[src/hw/fadc_defs.svh]
`ifndef FADC_DEFS_SVH
`define FADC_DEFS_SVH

// register byte offsets on the slave bus
`define FADC_OFS_SRC_ADDR      5'h00
`define FADC_OFS_DST_ADDR      5'h04
`define FADC_OFS_XFER_COUNT    5'h08
`define FADC_OFS_BLOCK_COUNT   5'h0C
`define FADC_OFS_CONTROL_A     5'h10
`define FADC_OFS_CONTROL_B     5'h14

// control_a fields
`define FADC_A_CHANNEL_ENABLE  0
`define FADC_A_END_IRQ_ENABLE  1
`define FADC_A_WORD_SIZE       2
`define FADC_A_SRC_STEP_EN     3
`define FADC_A_SRC_STEP_DIR    4
`define FADC_A_SEL_LSB         5

// control_b fields
`define FADC_B_MASTER_ENABLE   0
`define FADC_B_DST_STEP_EN     1
`define FADC_B_DST_STEP_DIR    2
`define FADC_B_SEL_LSB         3
`define FADC_B_AREA_IS_SRC     6
`define FADC_B_BUSY            7

// a-side select codes
`define FADC_MODE_NORMAL       3'h6
`define FADC_MODE_BLOCK        3'h7

// b-side activation source codes
`define FADC_SRC_TIMER0        3'h0
`define FADC_SRC_TIMER1        3'h1
`define FADC_SRC_TIMER2        3'h2
`define FADC_SRC_CONV_END      3'h3
`define FADC_SRC_AUTO_BURST    3'h4
`define FADC_SRC_AUTO_STEAL    3'h5
`define FADC_SRC_EXT_EDGE      3'h6
`define FADC_SRC_EXT_LEVEL     3'h7

// writable bits of each control register
`define FADC_CTRL_A_MASK       8'hFF
`define FADC_CTRL_B_MASK       8'h7F

`endif

[src/hw/fadc_pkg.sv]
package fadc_pkg;

    typedef enum logic [1:0] {
        FADC_IDLE,
        FADC_ACQUIRE,
        FADC_READ,
        FADC_WRITE
    } fadc_state_type;

    typedef struct packed {
        logic [4:0]  address;
        logic        read;
        logic        write;
        logic [31:0] writedata;
        logic [3:0]  byteenable;
    } fadc_avs_req_type;

    typedef struct packed {
        logic [23:0] address;
        logic        read;
        logic        write;
        logic [15:0] writedata;
        logic [1:0]  byteenable;
    } fadc_avm_req_type;

    typedef struct packed {
        logic [3:0] timerMatch;
        logic       dreqN;
        logic       nmiClear;
    } fadc_events_type;

    typedef struct packed {
        fadc_state_type   state;
        logic [23:0]      srcAddr;
        logic [23:0]      dstAddr;
        logic [23:0]      areaBase;
        logic [15:0]      xferCount;
        logic [15:0]      blockCount;
        logic [7:0]       controlA;
        logic [7:0]       controlB;
        logic             endFlag;
        logic             reqPending;
        logic             dreqPrev;
        logic [7:0]       dataHold;
        logic             waitReq;
        logic [31:0]      readData;
        fadc_avm_req_type master;
        logic             busReq;
        logic             irq;
    } fadc_regs_type;

endpackage

[src/hw/fadc_channel.sv]
// Function
// normal mode moves one unit per request
// source from source_address, destination from destination_address
// each address steps up, down or holds
// count down transfer_count, zero ends and disables
// end raises irq only when enabled
// count loaded zero gives 65536 transfers
// normal mode takes external or auto requests
// auto request runs all transfers once enabled
// auto cycle-steal releases, burst keeps bus
// select code 110 picks normal mode
// software loads, then enables master, then channel
// nmi clears master enable, blocking start
// software masks end irq during setup; the testbench setup writes the end irq enable with control_a, unmasked
// block mode moves whole block per request
// area select restores source or destination
// block size counts down, reloads, block counter decrements
// unfinished block count waits for next request
// block counter zero ends, optional irq
// block moves as one burst, bus held
// software loads equal block sizes and count
// block mode takes timer, converter, external edge
// step by one for bytes, two words
// start only with master and channel enable
//
// Decided for this implementation: the Avalon-MM interface to the registers and the register offsets.
`include "fadc_defs.svh"

module fadc_channel (
    input  wire logic                      clk,
    input  wire logic                      reset_n,
    input  wire fadc_pkg::fadc_avs_req_type avsReq,
    output logic                           avsWaitrequest,
    output logic [31:0]                    avsReaddata,
    output fadc_pkg::fadc_avm_req_type     avmReq,
    input  wire logic                      avmWaitrequest,
    input  wire logic [15:0]               avmReaddata,
    output logic                           busRequest,
    input  wire logic                      busGrant,
    input  wire logic                      priorityRequest,
    input  wire fadc_pkg::fadc_events_type events,
    output logic                           transferEndIrq
);

    fadc_pkg::fadc_regs_type r;
    fadc_pkg::fadc_regs_type next_r;

    localparam fadc_pkg::fadc_regs_type RESET_VALUE = '{
        state:    fadc_pkg::FADC_IDLE,
        dreqPrev: 1'b1,
        waitReq:  1'b1,
        default:  '0
    };

    function automatic logic [23:0] stepAddr(input logic [23:0] addr,
                                             input logic        en,
                                             input logic        dec,
                                             input logic        word);
        logic [23:0] delta;
        delta = word ? 24'h00_0002 : 24'h00_0001;
        if (!en)
            stepAddr = addr;
        else if (dec)
            stepAddr = addr - delta;
        else
            stepAddr = addr + delta;
    endfunction

    function automatic logic [1:0] laneEnable(input logic [23:0] addr,
                                              input logic        word);
        if (word)
            laneEnable = 2'h3;
        else
            laneEnable = addr[0] ? 2'h2 : 2'h1;
    endfunction

    function automatic logic [31:0] mergeBytes(input logic [31:0] old,
                                               input logic [31:0] data,
                                               input logic [3:0]  be);
        for (int i = 0; i < 4; i++) begin
            mergeBytes[i*8 +: 8] = be[i] ? data[i*8 +: 8] : old[i*8 +: 8];
        end
    endfunction

    logic [2:0]  selA;
    logic [2:0]  selB;
    logic        normalMode;
    logic        blockMode;
    logic        wordSize;
    logic        enabled;
    logic        eventHit;
    logic        levelReq;
    logic        reqNow;
    logic        accessNow;
    logic [23:0] newSrc;
    logic [23:0] newDst;
    logic [15:0] newCount;
    logic [15:0] newBlocks;
    logic        blockEnd;
    logic        allDone;
    logic [31:0] regOld;
    logic [31:0] regNew;

    assign selA     = r.controlA[`FADC_A_SEL_LSB +: 3];
    assign selB     = r.controlB[`FADC_B_SEL_LSB +: 3];
    assign wordSize = r.controlA[`FADC_A_WORD_SIZE];
    assign normalMode = (selA == `FADC_MODE_NORMAL);
    assign blockMode  = (selA == `FADC_MODE_BLOCK);
    assign enabled = r.controlA[`FADC_A_CHANNEL_ENABLE]
                   & r.controlB[`FADC_B_MASTER_ENABLE];

    // pulse sources latch, so a short event waiting for the bus is kept
    always_comb begin
        eventHit = 1'b0;
        levelReq = 1'b0;
        unique case (selB)
            `FADC_SRC_TIMER0,
            `FADC_SRC_TIMER1,
            `FADC_SRC_TIMER2:
                eventHit = blockMode & events.timerMatch[selB[1:0]];
            `FADC_SRC_CONV_END:
                eventHit = blockMode & events.timerMatch[3];
            `FADC_SRC_AUTO_BURST,
            `FADC_SRC_AUTO_STEAL:
                levelReq = normalMode;
            `FADC_SRC_EXT_EDGE:
                eventHit = (normalMode | blockMode)
                         & r.dreqPrev & ~events.dreqN;
            `FADC_SRC_EXT_LEVEL:
                levelReq = normalMode & ~events.dreqN;
        endcase
    end

    assign reqNow = enabled & (r.reqPending | levelReq);

    // counter and address updates after each completed write
    always_comb begin
        newSrc    = stepAddr(r.srcAddr, r.controlA[`FADC_A_SRC_STEP_EN],
                             r.controlA[`FADC_A_SRC_STEP_DIR], wordSize);
        newDst    = stepAddr(r.dstAddr, r.controlB[`FADC_B_DST_STEP_EN],
                             r.controlB[`FADC_B_DST_STEP_DIR], wordSize);
        newCount  = r.xferCount;
        newBlocks = r.blockCount;
        blockEnd  = 1'b0;
        allDone   = 1'b0;
        if (blockMode) begin
            newCount[15:8] = r.xferCount[15:8] - 8'h01;
            if (newCount[15:8] == 8'h00) begin
                blockEnd       = 1'b1;
                newCount[15:8] = r.xferCount[7:0];
                newBlocks      = r.blockCount - 16'h0001;
                allDone        = (newBlocks == 16'h0000);
                if (r.controlB[`FADC_B_AREA_IS_SRC])
                    newSrc = r.areaBase;
                else
                    newDst = r.areaBase;
            end
        end else begin
            // wrap from zero makes a zero load run the full 65536
            newCount = r.xferCount - 16'h0001;
            allDone  = (newCount == 16'h0000);
        end
    end

    assign accessNow = (avsReq.read | avsReq.write) & r.waitReq;

    always_comb begin
        unique case (avsReq.address)
            `FADC_OFS_SRC_ADDR:    regOld = {8'h00, r.srcAddr};
            `FADC_OFS_DST_ADDR:    regOld = {8'h00, r.dstAddr};
            `FADC_OFS_XFER_COUNT:  regOld = {16'h0000, r.xferCount};
            `FADC_OFS_BLOCK_COUNT: regOld = {16'h0000, r.blockCount};
            `FADC_OFS_CONTROL_A:   regOld = {24'h00_0000, r.controlA};
            `FADC_OFS_CONTROL_B:
                regOld = {24'h00_0000, r.state != fadc_pkg::FADC_IDLE,
                          r.controlB[6:0]};
            default:               regOld = 32'h0000_0000;
        endcase
        regNew = mergeBytes(regOld, avsReq.writedata, avsReq.byteenable);
    end

    always_comb begin
        next_r = r;
        next_r.dreqPrev = events.dreqN;

        // slave answers one cycle after the request is seen
        next_r.waitReq = ~accessNow;
        if (accessNow && avsReq.read)
            next_r.readData = regOld;

        unique case (r.state)
            fadc_pkg::FADC_IDLE: begin
                if (reqNow && !events.nmiClear) begin
                    next_r.busReq     = 1'b1;
                    next_r.reqPending = 1'b0;
                    next_r.areaBase = r.controlB[`FADC_B_AREA_IS_SRC]
                                    ? r.srcAddr : r.dstAddr;
                    next_r.state    = fadc_pkg::FADC_ACQUIRE;
                end
            end
            fadc_pkg::FADC_ACQUIRE: begin
                if (busGrant) begin
                    next_r.master.address    = r.srcAddr;
                    next_r.master.read       = 1'b1;
                    next_r.master.byteenable = laneEnable(r.srcAddr, wordSize);
                    next_r.state             = fadc_pkg::FADC_READ;
                end
            end
            fadc_pkg::FADC_READ: begin
                if (!avmWaitrequest) begin
                    next_r.master.read = 1'b0;
                    next_r.dataHold = r.srcAddr[0] ? avmReaddata[15:8]
                                                   : avmReaddata[7:0];
                    next_r.master.writedata = wordSize ? avmReaddata
                        : {2{r.srcAddr[0] ? avmReaddata[15:8] : avmReaddata[7:0]}};
                    next_r.master.address    = r.dstAddr;
                    next_r.master.write      = 1'b1;
                    next_r.master.byteenable = laneEnable(r.dstAddr, wordSize);
                    next_r.state             = fadc_pkg::FADC_WRITE;
                end
            end
            fadc_pkg::FADC_WRITE: begin
                if (!avmWaitrequest) begin
                    next_r.master.write = 1'b0;
                    next_r.srcAddr      = newSrc;
                    next_r.dstAddr      = newDst;
                    next_r.xferCount    = newCount;
                    next_r.blockCount   = newBlocks;
                    if (allDone) begin
                        next_r.controlA[`FADC_A_CHANNEL_ENABLE] = 1'b0;
                        next_r.endFlag = 1'b1;
                        next_r.busReq  = 1'b0;
                        next_r.state   = fadc_pkg::FADC_IDLE;
                    end else if ((blockMode && !blockEnd)
                                 || (normalMode
                                     && selB == `FADC_SRC_AUTO_BURST
                                     && !priorityRequest)) begin
                        next_r.master.address    = newSrc;
                        next_r.master.read       = 1'b1;
                        next_r.master.byteenable = laneEnable(newSrc, wordSize);
                        next_r.state             = fadc_pkg::FADC_READ;
                    end else begin
                        // one unit per request in normal mode, wait per block
                        next_r.busReq = 1'b0;
                        next_r.state  = fadc_pkg::FADC_IDLE;
                    end
                end
            end
        endcase

        // a write lands only at the edge that sees waitrequest low
        if (avsReq.write && !r.waitReq) begin
            unique case (avsReq.address)
                `FADC_OFS_SRC_ADDR:    next_r.srcAddr    = regNew[23:0];
                `FADC_OFS_DST_ADDR:    next_r.dstAddr    = regNew[23:0];
                `FADC_OFS_XFER_COUNT:  next_r.xferCount  = regNew[15:0];
                `FADC_OFS_BLOCK_COUNT: next_r.blockCount = regNew[15:0];
                `FADC_OFS_CONTROL_A: begin
                    next_r.controlA = regNew[7:0] & `FADC_CTRL_A_MASK;
                    next_r.endFlag  = 1'b0;
                end
                `FADC_OFS_CONTROL_B:
                    next_r.controlB = regNew[7:0] & `FADC_CTRL_B_MASK;
                default: ;
            endcase
        end

        // an end in the same cycle as a clear is kept
        if (r.state == fadc_pkg::FADC_WRITE && !avmWaitrequest && allDone)
            next_r.endFlag = 1'b1;

        if (events.nmiClear)
            next_r.controlB[`FADC_B_MASTER_ENABLE] = 1'b0;

        // a new event in the start cycle stays pending
        if (eventHit && enabled)
            next_r.reqPending = 1'b1;

        next_r.irq = next_r.endFlag
                   & next_r.controlA[`FADC_A_END_IRQ_ENABLE];
    end

    always_ff @(posedge clk or negedge reset_n) begin
        if (!reset_n)
            r <= RESET_VALUE;
        else
            r <= next_r;
    end

    assign avsWaitrequest = r.waitReq;
    assign avsReaddata    = r.readData;
    assign avmReq         = r.master;
    assign busRequest     = r.busReq;
    assign transferEndIrq = r.irq;

endmodule

[config.mk]
export PLATFORM = sky130hd
export DESIGN_NAME = fadc_channel
export DESIGN_NICKNAME = d
export VERILOG_FILES = /design/src/hw/fadc_pkg.sv /design/src/hw/fadc_channel.sv
export VERILOG_INCLUDE_DIRS = /design/src /design/src/hw
export SDC_FILE = /design/constraint.sdc
export NUM_CORES = 1
export LEC_CHECK = 0
export BUFFER_PORTS_ARGS = -buffer_cell sky130_fd_sc_hd__buf_4
export CAP_MARGIN = 20
export CORE_ASPECT_RATIO = 1.5
export CORE_UTILIZATION = 60
export DETAILED_ROUTE_END_ITERATION = 10
export PLACE_DENSITY_LB_ADDON = 0.3
export SYNTH_ARGS = -nofsm -noshare
export SYNTH_HDL_FRONTEND = slang
export SYNTH_SLANG_ARGS = --single-unit
[constraint.sdc]
create_clock -name clk -period 5.3 [get_ports clk]
set_input_delay 1.06 -clock clk [delete_from_list [all_inputs] [get_ports clk]]
set_output_delay 1.06 -clock clk [all_outputs]
set_load 0.005 [all_outputs]
==> reports/qor.txt <==
Outcome: complete, no violations
Die area: 24600 µm²
Most used cell along the critical path: a21oi_1
CTS sink count: 195
Port Buffers: 131
Fin util: 0.6625
Post-synthesis simple-gate area fraction: 0.1608
Max_slew headroom: 0.2879
Clock Pin Slew Worst Setup and Hold Paths: 0.08 ns
Die Ht: 191.6 µm
Overall Global Routing Usage: 0.3776
Cell breakdown of the critical path: inv_1 -> ha_1 -> xnor2_1 -> nand4_1 -> or2_4 -> or3_1 -> a21oi_2 -> o22ai_1 -> nor2_1 -> a21oi_1 -> a21oi_1 -> o211a_1
FF-to-FF Start: r[130]$_DFF_PN0_
Synth Cell Area: 14380 µm²
Postcts setup bufs: 0
Routed Antenna Nets: 0
Worst Hold Class: register to register
Sequential power share: 0.357
Critical Path Fanout Max: 22
Drt pass-1 iters: 7
Worst setup EP type: register
WS Path Type: register to register
Clock latency on the worst-skew pair: 0.45 ns
Max-capacitance violation count: 0
Clock network fraction of design power: 0.183
Largest net degree at the start of global routing: 118
Compound-Gate Fraction of Synth Area: 0.2285
FP Rows: 69
Sequential area share after synthesis: 0.3395
P_int: 4.081 mW
RSZ-0062 raised after global routing: false
Worst vdd ir: 0.0002812 V
Total wire length: 45.56 mm
Fin Setup TNS: 0 ns
Clock skew: 0.007176 ns
Worst R2R End: r[184]$_DFF_PN0_
Actual slew at the worst max-slew pin: 1.059 ns
# DRC: 0
Detailed Place HPWL: 32.34 mm
Clock Path Buffers: 2
CTS resizes: 0
Vias in the first global route: 12850
Synth Flop Type: dfrtp_1
CTS H-tree lvls: 4
Starting density of the core: 0.6101
GRT overflow: 0
Final setup viols: 0
Final worst-path cycle share: 0.7644
Via/cell ratio: 6.564
Switching share of power: 0.4357
# hold bufs at CTS: 0
Post-synthesis mux area share: 0.1023
Wire length per cell: 22.51 µm
Max incr delay on CP: 0.94 ns
CTS root buffer: clkbuf_16
Max-slew violations: 0
First DRT Iteration DRCs: 1356
Register-to-Register Path Depth: 12
# IOs: 149
Combinational share of power: 0.460
Most common cell after layout, fill and taps aside: dfrtp_1
Largest family of logic cells by synthesized area: compound AO/OA/AOI/OAI gates
Overall via count from detail_route: 13290
Core Region: 23570 µm²
Synth cell types: 84
Synth Warn #: 0
Multi-input gate area: 8418 µm²
Reg area: 4882 µm²
RePlAce Congestion: 0.9849
Minimum clock period: 4.051 ns
Syn Area/Cell: 8.504 µm²
CP top delay family: compound AO/OA/AOI/OAI gates
Initial antenna violation count: 0
Syn Inst Count: 1691
Crit path launch type: register
Synth Area in Adders: 0.04890
First-pass GRT wire length: 70.45 mm
Final Hold Viols: 0
Layout cells sized above 1: 0.1584
Area Overhead vs Synth: 8.588%
Commonest cells after routing, fill and taps aside: dfrtp_1, nand2_1, buf_4
WP buf/inv: 1
Filler cell count: 2002
Synth Area in XOR/XNOR: 0.04142
Hold path depth: 2
Nets@finish: 1818
Worst EP required: 5.69 ns
Pwr dens: 463.2 nW/µm²
Hold path startpoint: r[89]$_DFF_PN0_
Slowest stage cell on the critical path: a21oi_2
Die W: 128.4 µm
Worst Hold Path EP: r[89]$_DFF_PN0_
Seq cells post-synth: 195
CTS Buf Count: 17
Post-synth EDFFs: 0
CTS tree: yes
Diodes inserted: 0
Critical Path AT: 4.44 ns
Fmax: 246.8 MHz
R2R setup slack: 1.25 ns
Asr flop ratio synth: 1.000
Leak: 6.844 nW
NetSw: 3.151 mW
==> cell families after synthesis <==
kind of cell,count (synthesis)
XOR/XNOR,68
buffers and inverters,214
other,1
adder cells (fa/ha/maj),55
flip-flops,195
multiplexers,140
AND/OR/NAND/NOR,495
AO/OA/AOI/OAI,523
==> stage by stage <==
step / cell area (µm²) / hold WS, ns / cells / total power, mW / setup WS, ns
floorplan: 14410 / 0.4341 / 1698 / 4.881 / 2.058
global placement: 15030 / 0.4513 / 1993 / 5.729 / 1.382
detailed placement: 15030 / 0.4650 / 1993 / 5.822 / 1.322
CTS: 15620 / 0.4837 / 2024 / 7.137 / 1.304
global route: 15620 / 0.5048 / 2024 / 7.647 / 1.005
finish: 15620 / 0.4765 / 2024 / 7.232 / 1.249
==> worst max path at each step <==
stage,start,end,slack (ns),cells after the start
3_3_place_gp,r[130]$_DFF_PN0_,r[184]$_DFF_PN0_,1.38,12
5_1_grt,r[130]$_DFF_PN0_,r[184]$_DFF_PN0_,1.01,12
4_1_cts,r[130]$_DFF_PN0_,r[184]$_DFF_PN0_,1.30,12
3_5_place_dp,r[130]$_DFF_PN0_,r[184]$_DFF_PN0_,1.32,12
2_1_floorplan,r[92]$_DFFE_PN0P_,r[181]$_DFF_PN0_,2.06,12
6_report,r[130]$_DFF_PN0_,r[184]$_DFF_PN0_,1.25,12
==> synthesized netlist by cell type, types with 6 or more instances <==
cell | number | share of area
buf_2 | 12 | 0.0042
nor2_1 | 155 | 0.040
o211ai_1 | 20 | 0.010
nor2b_1 | 12 | 0.0052
nor3b_1 | 6 | 0.0031
o21ai_0 | 134 | 0.047
nand4_1 | 8 | 0.0035
dfrtp_1 | 193 | 0.34
clkbuf_1 | 80 | 0.021
a22oi_1 | 22 | 0.011
mux2i_1 | 93 | 0.065
o31ai_1 | 12 | 0.0063
o221ai_1 | 17 | 0.010
inv_1 | 30 | 0.0078
a211o_1 | 6 | 0.0037
a21oi_1 | 145 | 0.050
a31oi_1 | 30 | 0.013
a221oi_1 | 15 | 0.0091
and2_1 | 9 | 0.0039
o21a_1 | 11 | 0.0057
and3_1 | 10 | 0.0044
o22ai_1 | 25 | 0.011
mux2_2 | 46 | 0.036
o21ai_1 | 6 | 0.0021
or3_1 | 10 | 0.0044
nor4_1 | 10 | 0.0044
buf_1 | 12 | 0.0031
xnor2_1 | 40 | 0.024
a21o_1 | 19 | 0.0099
nand2_1 | 182 | 0.048
buf_4 | 78 | 0.041
nor3_1 | 27 | 0.0094
a211oi_1 | 13 | 0.0068
o21bai_1 | 8 | 0.0042
nand2b_1 | 12 | 0.0052
xor2_1 | 28 | 0.017
ha_1 | 53 | 0.046
nand3_1 | 22 | 0.0077
==> worst register-to-register path, stage by stage (launching register included) <==
cell and delay, ns:
dfrtp_1 0.60, inv_1 0.13, ha_1 0.29, xnor2_1 0.18, nand4_1 0.13, or2_4 0.28
or3_1 0.74, a21oi_2 0.94, o22ai_1 0.19, nor2_1 0.13, a21oi_1 0.07, a21oi_1 0.16
o211a_1 0.15
==> power by group through the flow <==
| stage | registers (mW) | clock network [mW] | logic, mW |
|---|---|---|---|
| 3_5_place_dp | 2.58 | 0 | 3.24 |
| 4_1_cts | 2.55 | 1.32 | 3.26 |
| 5_1_grt | 2.62 | 1.38 | 3.65 |
| 6_report | 2.59 | 1.32 | 3.33 |
| 2_1_floorplan | 2.27 | 0 | 2.61 |
| 3_3_place_gp | 2.56 | 0 | 3.17 |
==> layout make-up <==
class / count / share of cell area
clock buffer: 17 / 0.02724
clock inverter: 14 / 0.01010
inverter: 30 / 0.007212
multi-input combinational: 1289 / 0.5391
sequential: 195 / 0.3127
tap: 319 / 0.02556
timing repair buffer: 160 / 0.07812
==> sequential cells by signal (all words and copies together) (netlist names) <==
register,count
r,124
avmReq,44
avsReaddata,24
avsWaitrequest,1
busRequest,1
transferEndIrq,1
==> metal layers <==
layer / vias up / track usage / wire length (µm) / part of all wire
met3: 186 / 0.06936 / 3640 / 0.080
met5: - / 0 / 0 / 0
met4: 0 / 0.2543 / 3108 / 0.068
met1: 6379 / 0.4315 / 16290 / 0.36
li1: 6038 / - / - / -
met2: 682 / 0.6399 / 22520 / 0.49
(Power assumes the default switching activity.)
